<file path="config.mk">
export PLATFORM = sky130hd
export DESIGN_NAME = pmlc_top
export DESIGN_NICKNAME = d
export VERILOG_FILES = /design/src/inc/pmlc_pkg.sv /design/src/inc/pmlc_cnt_if.sv /design/src/hdl/pmlc_divider.sv /design/src/hdl/pmlc_detector.sv /design/src/hdl/pmlc_top.sv
export SDC_FILE = /design/constraint.sdc
export NUM_CORES = 1
export LEC_CHECK = 0
export BUFFER_PORTS_ARGS = -buffer_cell sky130_fd_sc_hd__buf_2
export CAP_MARGIN = 10
export CORE_ASPECT_RATIO = 1.25
export CORE_UTILIZATION = 41
export CTS_CLUSTER_DIAMETER = 40
export DETAILED_ROUTE_END_ITERATION = 16
export SETUP_SLACK_MARGIN = 0.3
export SLEW_MARGIN = 20
export SYNTH_ARGS = -nofsm -noshare
export SYNTH_HDL_FRONTEND = slang
export SYNTH_HIERARCHICAL = 1
export SYNTH_SLANG_ARGS = --single-unit
</file>
<file path="constraint.sdc">
create_clock -name sys_clk -period 3.4 [get_ports sys_clk]
set_input_delay 0.51 -clock sys_clk [delete_from_list [all_inputs] [get_ports sys_clk]]
set_output_delay 0.51 -clock sys_clk [all_outputs]
set_load 0.05 [all_outputs]
</file>
<file path="src/inc/pmlc_pkg.sv">
// package: offsets, fields, reset values and counts of the loop control
// assumes: 200 MHz sys_clk, plain register port with one-cycle read data
package pmlc_pkg;
  // ****************************************************************
  // register map
  // ****************************************************************
  localparam logic [3:0] PMLC_CTRL_OFF  = 4'h0; // loop_control_reg
  localparam logic [3:0] PMLC_BW_OFF    = 4'h1; // bandwidth control
  localparam logic [3:0] PMLC_MULT_OFF  = 4'h2; // loop_multiplier_select
  // control register bit positions
  localparam int PMLC_IE_BIT   = 7;
  localparam int PMLC_CF_BIT   = 6;
  localparam int PMLC_ON_BIT   = 5;
  localparam int PMLC_SEL_BIT  = 4;
  // bandwidth register bit positions
  localparam int PMLC_AUTO_BIT = 7;
  localparam int PMLC_LOCK_BIT = 6;
  localparam int PMLC_TRK_BIT  = 5;
  // multiplier field positions
  localparam int PMLC_N_LSB    = 4;
  localparam int PMLC_L_LSB    = 0;
  // ****************************************************************
  // reset values
  // ****************************************************************
  localparam logic       PMLC_ON_RST   = 1'b1; // loop on from reset
  localparam logic       PMLC_AUTO_RST = 1'b0;
  localparam logic [7:0] PMLC_MULT_RST = 8'h00;
  // ****************************************************************
  // window length in reference edges, and frequencies in Hz
  // ****************************************************************
  localparam logic [7:0] PMLC_WIN_RST  = 8'h10; // reference window
  localparam int PMLC_FNOM_HZ = 4915200; // nominal center frequency
  localparam int PMLC_CLK_HZ  = 200000000;
  // filter mode encoding seen by the analog loop filter
  typedef enum logic { PMLC_ACQUIRE, PMLC_TRACK } pmlc_mode_t;
endpackage : pmlc_pkg

</file>
<file path="src/inc/pmlc_cnt_if.sv">
// interface: feedback divider to lock detector
// assumes: both ends on sys_clk
interface pmlc_cnt_if;
  logic fb_pulse; // one pulse per divided feedback period
  modport div (output fb_pulse);
  modport det (input  fb_pulse);
endinterface : pmlc_cnt_if

</file>
<file path="src/hdl/pmlc_divider.sv">
// feedback modulo divider: one pulse every n vco edges
// assumes: vco edge already synchronised to sys_clk
module pmlc_divider
  import pmlc_pkg::*;
(
  input  wire logic       sys_clk,
  input  wire logic       rst,
  input  wire logic       vco_edge,
  input  wire logic [3:0] factor,
  pmlc_cnt_if.div         fb
);
  typedef struct packed {
    logic [3:0] cnt;   // vco edges so far
    logic       pulse; // divided output pulse
  } pmlc_div_st_t;
  pmlc_div_st_t st_r;
  pmlc_div_st_t st_nxt;
  logic [3:0]   div_n; // effective divide factor
  // ****************************************************************
  // divide logic
  // ****************************************************************
  always_comb begin
    // zero same as one
    div_n = (factor == 4'h0) ? 4'h1 : factor;
    st_nxt = st_r;
    st_nxt.pulse = 1'b0;
    // modulo n divide
    if (vco_edge) begin
      if (st_r.cnt + 4'h1 >= div_n) begin
        st_nxt.cnt = 4'h0;
        st_nxt.pulse = 1'b1;
      end else begin
        st_nxt.cnt = st_r.cnt + 4'h1;
      end
    end
  end
  // state register
  always_ff @(posedge sys_clk) begin
    if (rst) begin
      st_r <= '0;
    end else begin
      st_r <= st_nxt;
    end
  end
  assign fb.fb_pulse = st_r.pulse;
  // pulse only after edge
  div_pulse_a: assert property (@(posedge sys_clk) disable iff (rst)
    st_r.pulse |-> $past(vco_edge))
    else $error("divider pulse without vco edge");
endmodule : pmlc_divider

</file>
<file path="src/hdl/pmlc_detector.sv">
// lock detector: counts feedback pulses per reference window
// assumes: reference edge synchronised, feedback pulse on sys_clk
module pmlc_detector
  import pmlc_pkg::*;
#(
  parameter logic [7:0] WIN     = PMLC_WIN_RST,
  parameter logic [7:0] TRK_TOL = 8'h02,
  parameter logic [7:0] UNT_TOL = 8'h04,
  parameter logic [7:0] LCK_TOL = 8'h01,
  parameter logic [7:0] UNL_TOL = 8'h03
)(
  input  wire logic sys_clk,
  input  wire logic rst,
  input  wire logic enable,
  input  wire logic ref_edge,
  pmlc_cnt_if.det   fb,
  output      logic near_trk,
  output      logic near_lock
);
  typedef struct packed {
    logic [7:0] refs;  // reference edges in window
    logic [7:0] fbs;   // feedback pulses in window
    logic       trk;
    logic       lock;
  } pmlc_det_st_t;
  pmlc_det_st_t st_r;
  pmlc_det_st_t st_nxt;
  logic [7:0]   diff;
  // ****************************************************************
  // window compare at reference rate
  // ****************************************************************
  always_comb begin
    st_nxt = st_r;
    diff = (st_r.fbs > WIN) ? st_r.fbs - WIN : WIN - st_r.fbs;
    if (!enable) begin
      st_nxt = '0;
    end else begin
      if (fb.fb_pulse && st_r.fbs != 8'hff) begin
        st_nxt.fbs = st_r.fbs + 8'h01;
      end
      // evaluated per reference edge
      if (ref_edge) begin
        if (st_r.refs + 8'h01 >= WIN) begin
          st_nxt.refs = 8'h00;
          st_nxt.fbs = {7'h00, fb.fb_pulse};
          // hysteresis: enter inside tight band, leave past loose one
          if (diff <= TRK_TOL) st_nxt.trk = 1'b1;
          else if (diff > UNT_TOL) st_nxt.trk = 1'b0;
          if (diff <= LCK_TOL) st_nxt.lock = 1'b1;
          else if (diff > UNL_TOL) st_nxt.lock = 1'b0;
        end else begin
          st_nxt.refs = st_r.refs + 8'h01;
        end
      end
    end
  end
  // state register
  always_ff @(posedge sys_clk) begin
    if (rst) begin
      st_r <= '0;
    end else begin
      st_r <= st_nxt;
    end
  end
  assign near_trk  = st_r.trk;
  assign near_lock = st_r.lock;
  // lock changes only on a reference edge or when the detector is disabled
  lock_ref_a: assert property (@(posedge sys_clk) disable iff (rst)
    $changed(st_r.lock) |-> $past(ref_edge) || !$past(enable))
    else $error("lock changed off reference edge");
endmodule : pmlc_detector

</file>
<file path="src/hdl/pmlc_top.sv">
// top of the loop mode and lock control: registers, mode choice, flags
// assumes: vco_clk and buffered_ref_clk arrive as pins from the analog
// side and are sampled; software uses the plain register port
//
// Function
// acquisition mode keeps track bit clear
// tracking mode whenever not acquiring
// auto mode: detector switches filter mode
// auto mode: track bit read-only status
// track set in tolerance, cleared outside
// in-range flag follows lock tolerances
// interrupt enable passes toggles to request
// manual mode: track bit software written
// software clears track before loop on
// software waits acquisition time before track
// software waits lock time before select
// manual mode: no lock, no interrupt
// multiplier: n upper, range lower nibble
// feedback divided by multiplier factor
// reference used undivided
// center is range times nominal frequency
// lock compares frequencies at reference rate
// software selects vco only after lock
// multiplier zero acts as one
// range zero disables loop and selection
// change flag set on toggle, read clears
// multiplier read-only while loop on
// tolerances and waits are parameters
//
// The implementer's own choices: the register addresses and the address-and-strobe port.
module pmlc_top
  import pmlc_pkg::*;
#(
  // windows and bands tunable
  // window length in reference edges
  parameter logic [7:0] WIN     = PMLC_WIN_RST,
  // track band: enter at or below
  parameter logic [7:0] TRK_TOL = 8'h02,
  // track band: leave above
  parameter logic [7:0] UNT_TOL = 8'h04,
  // lock band: enter at or below
  parameter logic [7:0] LCK_TOL = 8'h01,
  // lock band: leave above
  parameter logic [7:0] UNL_TOL = 8'h03
)(
  input  wire logic        sys_clk,
  input  wire logic        rst,
  input  wire logic [3:0]  reg_addr,
  input  wire logic [7:0]  reg_wdata,
  input  wire logic        reg_wr,
  input  wire logic        reg_rd,
  output      logic [7:0]  reg_rdata,
  input  wire logic        buffered_ref_clk,
  input  wire logic        vco_clk,
  output      logic        final_ref_edge,
  output      logic        vco_feedback_pulse,
  output      logic        filter_mode,
  output      logic        loop_power_on,
  output      logic        base_source_vco,
  output      logic [3:0]  vco_range,
  output      logic [25:0] vco_center_khz,
  output      logic        loop_irq
);

  // ****************************************************************
  // state
  // ****************************************************************
  typedef struct packed {
    logic [2:0] ref_s;   // reference sync and edge history
    logic [2:0] vco_s;   // vco sync and edge history
    logic       ie;      // loop_irq_enable
    logic       cf;      // loop_change_flag
    logic       on;      // loop_power_enable
    logic       sel;     // base_source_select
    logic       auto_bw; // bandwidth_self_select
    logic       trk_sw;  // manual filter_track_select
    logic       lock_q;  // last lock, for toggle detect
    logic [7:0] mult;    // loop_multiplier_select
    logic [7:0] rdata;   // read data, one cycle after strobe
  } pmlc_st_t;
  pmlc_st_t   st_r;
  pmlc_st_t   st_nxt;
  pmlc_cnt_if fb_if ();
  logic       ref_edge;   // rising reference edge, synchronised
  logic       vco_edge;   // rising vco edge, synchronised
  logic       det_trk;    // detector says within tracking band
  logic       det_lock;   // detector says locked
  logic       lock_vis;   // lock as seen by software
  logic       trk_now;    // current filter track bit
  logic       range_ok;   // range factor nonzero
  logic       loop_run;   // loop truly enabled
  logic [7:0] ctrl_rd;    // control register as read
  logic [7:0] bw_rd;      // bandwidth register as read

  // pins are far slower than sys_clk, so a short history
  // sees every rising edge; a faster vco would alias
  // bit 0 of each sync chain feeds only bit 1
  assign ref_edge = st_r.ref_s[1] & ~st_r.ref_s[2];
  assign vco_edge = st_r.vco_s[1] & ~st_r.vco_s[2];
  // range zero disables loop
  assign range_ok = (st_r.mult[PMLC_L_LSB +: 4] != 4'h0);
  assign loop_run = st_r.on & range_ok;
  // lock hidden in manual mode
  assign lock_vis = st_r.auto_bw & det_lock;
  // detector drives mode in auto
  assign trk_now = st_r.auto_bw ? det_trk : st_r.trk_sw;

  // ****************************************************************
  // submodules
  // ****************************************************************
  // divider sees vco edges only while the loop runs,
  // so a stopped loop freezes the feedback count
  pmlc_divider u_div (
    .sys_clk  (sys_clk),
    .rst      (rst),
    .vco_edge (vco_edge & loop_run),
    .factor   (st_r.mult[PMLC_N_LSB +: 4]),
    .fb       (fb_if)
  );
  // reference edge straight to detector
  pmlc_detector #(
    .WIN     (WIN),
    .TRK_TOL (TRK_TOL),
    .UNT_TOL (UNT_TOL),
    .LCK_TOL (LCK_TOL),
    .UNL_TOL (UNL_TOL)
  ) u_det (
    .sys_clk   (sys_clk),
    .rst       (rst),
    .enable    (loop_run),
    .ref_edge  (ref_edge),
    .fb        (fb_if),
    .near_trk  (det_trk),
    .near_lock (det_lock)
  );

  // ****************************************************************
  // read views
  // ****************************************************************
  always_comb begin
    ctrl_rd = 8'h00;
    // enable reads zero in manual
    ctrl_rd[PMLC_IE_BIT]  = st_r.ie & st_r.auto_bw;
    ctrl_rd[PMLC_CF_BIT]  = st_r.cf & st_r.auto_bw;
    ctrl_rd[PMLC_ON_BIT]  = st_r.on;
    ctrl_rd[PMLC_SEL_BIT] = st_r.sel;
    bw_rd = 8'h00;
    bw_rd[PMLC_AUTO_BIT] = st_r.auto_bw;
    // in-range flag from detector
    bw_rd[PMLC_LOCK_BIT] = lock_vis;
    // track bit shows mode
    bw_rd[PMLC_TRK_BIT]  = trk_now;
  end

  // ****************************************************************
  // next state
  // ****************************************************************
  always_comb begin
    st_nxt = st_r;
    st_nxt.ref_s = {st_r.ref_s[1:0], buffered_ref_clk};
    st_nxt.vco_s = {st_r.vco_s[1:0], vco_clk};
    // toggles in manual mode are swallowed by the
    // forced clear below
    st_nxt.lock_q = lock_vis;
    // read data idle at zero outside the answer cycle
    st_nxt.rdata = 8'h00;
    if (reg_rd) begin
      case (reg_addr)
        PMLC_CTRL_OFF: st_nxt.rdata = ctrl_rd;
        PMLC_BW_OFF:   st_nxt.rdata = bw_rd;
        PMLC_MULT_OFF: st_nxt.rdata = st_r.mult;
        default:       st_nxt.rdata = 8'h00; // unmapped reads zero
      endcase
      // read of control clears flag
      if (reg_addr == PMLC_CTRL_OFF) st_nxt.cf = 1'b0;
    end
    if (reg_wr) begin
      case (reg_addr)
        PMLC_CTRL_OFF: begin
          // enable only writable in auto mode
          if (st_r.auto_bw) st_nxt.ie = reg_wdata[PMLC_IE_BIT];
          // loop cannot drop while vco drives the base clock,
          // nor change together with the select bit
          if (!st_r.sel && !reg_wdata[PMLC_SEL_BIT])
            st_nxt.on = reg_wdata[PMLC_ON_BIT];
          // select only with loop on and range
          if (loop_run && (st_r.on == reg_wdata[PMLC_ON_BIT]))
            st_nxt.sel = reg_wdata[PMLC_SEL_BIT];
        end
        PMLC_BW_OFF: begin
          st_nxt.auto_bw = reg_wdata[PMLC_AUTO_BIT];
          // manual writes steer filter
          if (!st_r.auto_bw) st_nxt.trk_sw = reg_wdata[PMLC_TRK_BIT];
        end
        PMLC_MULT_OFF: begin
          // both nibbles land together, never half
          // ignored while loop on
          if (!st_r.on) st_nxt.mult = reg_wdata;
        end
        default: ;
      endcase
    end
    // toggle sets flag, wins over clear
    if (lock_vis != st_r.lock_q) st_nxt.cf = 1'b1;
    if (!st_r.auto_bw) begin
      st_nxt.ie = 1'b0;
      st_nxt.cf = 1'b0;
    end
    // range zero forces crystal source
    if (!range_ok) st_nxt.sel = 1'b0;
  end

  // state register
  always_ff @(posedge sys_clk) begin
    if (rst) begin
      st_r <= '0;
      st_r.on <= PMLC_ON_RST;
      st_r.auto_bw <= PMLC_AUTO_RST;
      st_r.mult <= PMLC_MULT_RST;
    end else begin
      st_r <= st_nxt;
    end
  end

  // ****************************************************************
  // outputs
  // ****************************************************************
  assign reg_rdata = st_r.rdata;
  assign final_ref_edge = ref_edge;
  assign vco_feedback_pulse = fb_if.fb_pulse;
  // clear bit means acquire
  assign filter_mode = trk_now ? PMLC_TRACK : PMLC_ACQUIRE;
  assign loop_power_on = loop_run;
  // select is also masked by range, so a range of
  // zero drops the vco source at once
  assign base_source_vco = st_r.sel & range_ok;
  // range in lower nibble
  assign vco_range = st_r.mult[PMLC_L_LSB +: 4];
  // center = range times nominal
  assign vco_center_khz = 26'(vco_range * (PMLC_FNOM_HZ / 1000));
  // flag gated by enable
  assign loop_irq = st_r.cf & st_r.ie & st_r.auto_bw;

  // ****************************************************************
  // checks
  // ****************************************************************
  // toggle raises request
  irq_toggle_a: assert property (@(posedge sys_clk) disable iff (rst)
    (st_r.auto_bw && st_r.ie && $changed(st_r.lock_q) && !reg_wr
     && $stable(st_r.auto_bw)) |-> loop_irq)
    else $error("lock toggle did not raise request");

  // manual mode silent
  manual_quiet_a: assert property (@(posedge sys_clk) disable iff (rst)
    !st_r.auto_bw |-> !loop_irq && !bw_rd[PMLC_LOCK_BIT])
    else $error("manual mode shows lock or request");

  // multiplier frozen
  mult_hold_a: assert property (@(posedge sys_clk) disable iff (rst)
    st_r.on |=> $stable(st_r.mult))
    else $error("multiplier changed while loop on");

  // read clears flag
  flag_clear_a: assert property (@(posedge sys_clk) disable iff (rst)
    (reg_rd && reg_addr == PMLC_CTRL_OFF && lock_vis == st_r.lock_q)
    |=> !st_r.cf)
    else $error("control read left change flag set");

  // auto ignores track writes
  trk_ro_a: assert property (@(posedge sys_clk) disable iff (rst)
    st_r.auto_bw |=> $stable(st_r.trk_sw))
    else $error("track bit written in auto mode");

  // no vco select without range
  range_sel_a: assert property (@(posedge sys_clk) disable iff (rst)
    !range_ok |-> !base_source_vco && !loop_power_on)
    else $error("range zero yet loop active");

  // mode follows detector
  auto_mode_a: assert property (@(posedge sys_clk) disable iff (rst)
    st_r.auto_bw |-> (filter_mode == det_trk))
    else $error("auto filter mode off detector");

  // manual write lands
  man_write_a: assert property (@(posedge sys_clk) disable iff (rst)
    (!st_r.auto_bw && reg_wr && reg_addr == PMLC_BW_OFF)
    |=> st_r.trk_sw == $past(reg_wdata[PMLC_TRK_BIT]))
    else $error("manual track write lost");

  // vco source needs running loop
  sel_run_a: assert property (@(posedge sys_clk) disable iff (rst)
    base_source_vco |-> loop_power_on)
    else $error("vco source without running loop");

  // manual mode follows software bit
  man_mode_a: assert property (@(posedge sys_clk) disable iff (rst)
    !st_r.auto_bw |-> (filter_mode == st_r.trk_sw))
    else $error("manual filter mode off software bit");

  // toggle sets flag, beats clear
  flag_set_a: assert property (@(posedge sys_clk) disable iff (rst)
    (st_r.auto_bw && lock_vis != st_r.lock_q) |=> st_r.cf)
    else $error("lock toggle left change flag clear");
endmodule : pmlc_top

</file>
==> summary.md <==
| Metric | Value |
|---|---|
| Status | complete, no violations |
| Vias in the first global route | 2414 |
| CP top delay family | adder cells |
| Ports | 62 |
| Number of vias per cell | 5.14 |
| Mapped cell area | 0.00317 sq mm |
| Layout Cells excl Fill | 483 |
| CTS Buffer Depth | 2 |
| Pleak | 1.55 nW |
| Syn Inst Count | 349 |
| Max FO, Critical Path | 5 |
| Clk Tree Root Cell | clkbuf_8 |
| Post-synth top area share | 32.8% |
| Sw Share | 22.9% |
| Clock power frac | 35.6% |
| Synthesis Warnings | 6 |
| Via count | 2484 |
| Final hold viol count | 0 |
| Max VDD drop | 0.151 mV |
| Ys flop type | dfxtp_1 |
| Worst reg2reg path startpoint | u_det/st_r[2] |
| Total track usage | 16.8% |
| Skew-Pair Late Insertion Delay | 0.30 ns |
| Asr flop ratio synth | 0% |
| Sequential power share | 58.3% |
| Most frequent cells in the layout | dfxtp_1, buf_2, nor2_1 |
| Crit path buf inv count | 2 |
| Comb pwr share | 6.1% |
| Nets | 436 |
| DIE AREA | 0.00809 sq mm |
| Die Y | 100 um |
| # rows | 35 |
| Grt total ovfl | 0 |
| Worst path depth | 10 |
| Dominant cells by area after synthesis | dfxtp_1, ha_1, buf_4 |
| Cells after DPL | 470 |
| Pins Over Slew Limit | 0 |
| Share of layout cells above drive strength 1 | 24.6% |
| H-tree Lvls | 2 |
| CTS Sinks | 52 |
| Worst Reg-to-Reg Cells | 8 |
| Total negative slack | 0 ns |
| Drc violations | 0 |
| Critical Path RT | 2.89 ns |
| Setup crit start | vco_range[2] |
| Die Width | 80.6 um |
| Fin crit period | 3.03 ns |
| Internal | 0.809 mW |
| Number of nets still failing antenna checks after routing | 0 |
| Fin crit share | 89.2% |
| Slowest stage cell, crit path | dfxtp_4 |
| Avg WL per Cell | 13.5 um |
| WL final | 6510 um |
| GPL Wtd Cong | 0.783 |
| Max_slew headroom | 54.8% |
| Largest net degree at the start of global routing | 29 |
| Initial antenna violation count | 0 |
| Clock Skew | 0.00414 ns |
| Reg clk slew, reported paths | 0.09 ns |
| Sequential fraction of the synthesis area | 32.8% |
| Unrepaired setup endpoints after global routing | no |
| CP peak stage delay | 0.36 ns |
| Number of distinct library cells after synthesis | 59 |
| CP Class | reg2out |
| First-pass GRT wire length | 10700 um |
| Area Growth Syn to Fin | 13.7% |
| Peak Freq | 330 MHz |
| Sequence of cells on the critical path | inv_2, ha_2, ha_1, or2_4, ha_4, and3_4, o2111ai_2, a21o_1, xnor2_2, buf_6 |
| #FFs+latches synth | 52 |
| Setup crit end kind | output pin |
| Worst endpoint data arrival time | 2.52 ns |
| Number of diodes | 0 |
| Core box area | 0.00744 sq mm |
| Setup violators final | 0 |
| Syn_area_per_cell | 9.08 sq um |
| Initial DRC count | 113 |
| Crit path capture | vco_center_khz[15] |
| Post-DP HPWL | 4800 um |
| DRT Pass-1 Iters | 4 |
| R2r endpoint | u_det/near_lock |
| R2r setup slk | 0.68 ns |
| EDFF count, synth | 0 |
| Area leader, netlist | dfxtp_1 |
| Max_cap viols | 0 |
| Hold buffer count at cts | 0 |
| IO buf count | 52 |
| PD cells | 291 mW/mm^2 |
| Reported net switching power | 0.240 mW |
| CTS tree | done |
| CP Launch Type | register |
| Initial core utilization | 42.6% |
| Inserted Clock Buffers | 5 |
| Most common cell after layout, fill and taps aside | dfxtp_1 |
| Path type of the worst min-delay path | in2reg |
| Worst-Margin Slew | 0.672 ns |
==> routing by layer <==
layer	global-route usage [%]	part of all wire, %	up-vias
met5	0	0	-
met4	6.87	2.0	0
met3	4.09	3.7	10
met2	30.1	52	44
met1	18.6	42	1166
li1	-	-	1264
==> cells in the mapped netlist (2+ instances only) <==
cell,n
dfxtp_1,52
nor2_1,37
ha_1,27
buf_4,25
xnor2_1,19
a21oi_1,15
inv_1,15
mux2i_1,15
nand2_1,12
nand3_1,12
nor2b_1,12
and2_1,8
nand2b_1,7
a21o_1,6
clkbuf_1,6
nand4_1,6
xor2_1,6
nor3_1,5
o21ai_0,5
and3_1,4
o211ai_1,4
a31oi_1,3
nor4b_1,3
a2111oi_4,2
a211oi_1,2
a21boi_0,2
buf_2,2
mux2_2,2
o21a_1,2
o21ai_1,2
o31ai_1,2
or4b_1,2
==> stage by stage <==
stage	cell area, sq um	total power, mW	hold WS [ns]	utilization [%]	worst slack (ns)
after floorplan	3230	0.680	0.414	-	0.224
after CTS	3540	1.07	0.399	47.5	0.315
final	3600	1.05	0.411	48.4	0.367
after detailed placement	3400	0.691	0.422	45.7	0.268
after global routing	3600	1.10	0.417	48.4	0.269
after global placement	3400	0.690	0.424	45.7	0.338
==> how the worst min path moves through the flow <==
stage	startpoint	end	depth (start not counted)
2_1_floorplan	st_nxt[24]	st_nxt[25]	1
3_3_place_gp	st_nxt[24]	st_nxt[25]	1
3_5_place_dp	st_nxt[24]	st_nxt[25]	1
4_1_cts	vco_clk	st_nxt[24]	2
5_1_grt	vco_clk	st_nxt[24]	2
6_report	vco_clk	st_nxt[24]	2
==> flip-flops by register name, indices dropped and copies added, names as in the netlist <==
signal	flops
bw_rd	1
ctrl_rd	2
reg_rdata	8
st_nxt	4
st_r	10
u_det/near_lock	1
u_det/near_trk	1
u_det/st_r	16
u_div/fb.fb_pulse	1
u_div/st_r	4
vco_range	4
==> layout make-up <==
class | count | area (sq um)
inverters | 15 | 56.3
clock buffers | 7 | 96.3
multi-input cells | 255 | 1940
flip-flops and latches | 52 | 1050
fillers | 751 | 3840
well taps | 92 | 115
repair buffers | 62 | 347
==> timing repair <==
item,in CTS,in global routing
endpoints found under the setup margin,11,9
pin swaps,1,3
setup buffers,1,5
gates resized for setup,11,7
==> power groups by stage <==
stage	Sequential, mW	Clock, mW	Combinational [mW]
6_report	0.611	0.374	0.0638
5_1_grt	0.612	0.418	0.0681
4_1_cts	0.612	0.393	0.0637
3_5_place_dp	0.627	0	0.0634
3_3_place_gp	0.627	0	0.0630
2_1_floorplan	0.627	0	0.0532
==> cell families after synthesis <==
| logic type | after synthesis | share of synthesized area [%] |
|---|---|---|
| fa+ha+maj | 27 | 10.7 |
| simple gates | 121 | 21.6 |
| other cells | 1 | 0.118 |
| mux | 17 | 5.45 |
| flops | 52 | 32.8 |
| compound gates | 56 | 13.2 |
| xor+xnor | 25 | 6.91 |
| buf+inv | 50 | 9.20 |
No activity file was read; power rests on OpenSTA's default activity.
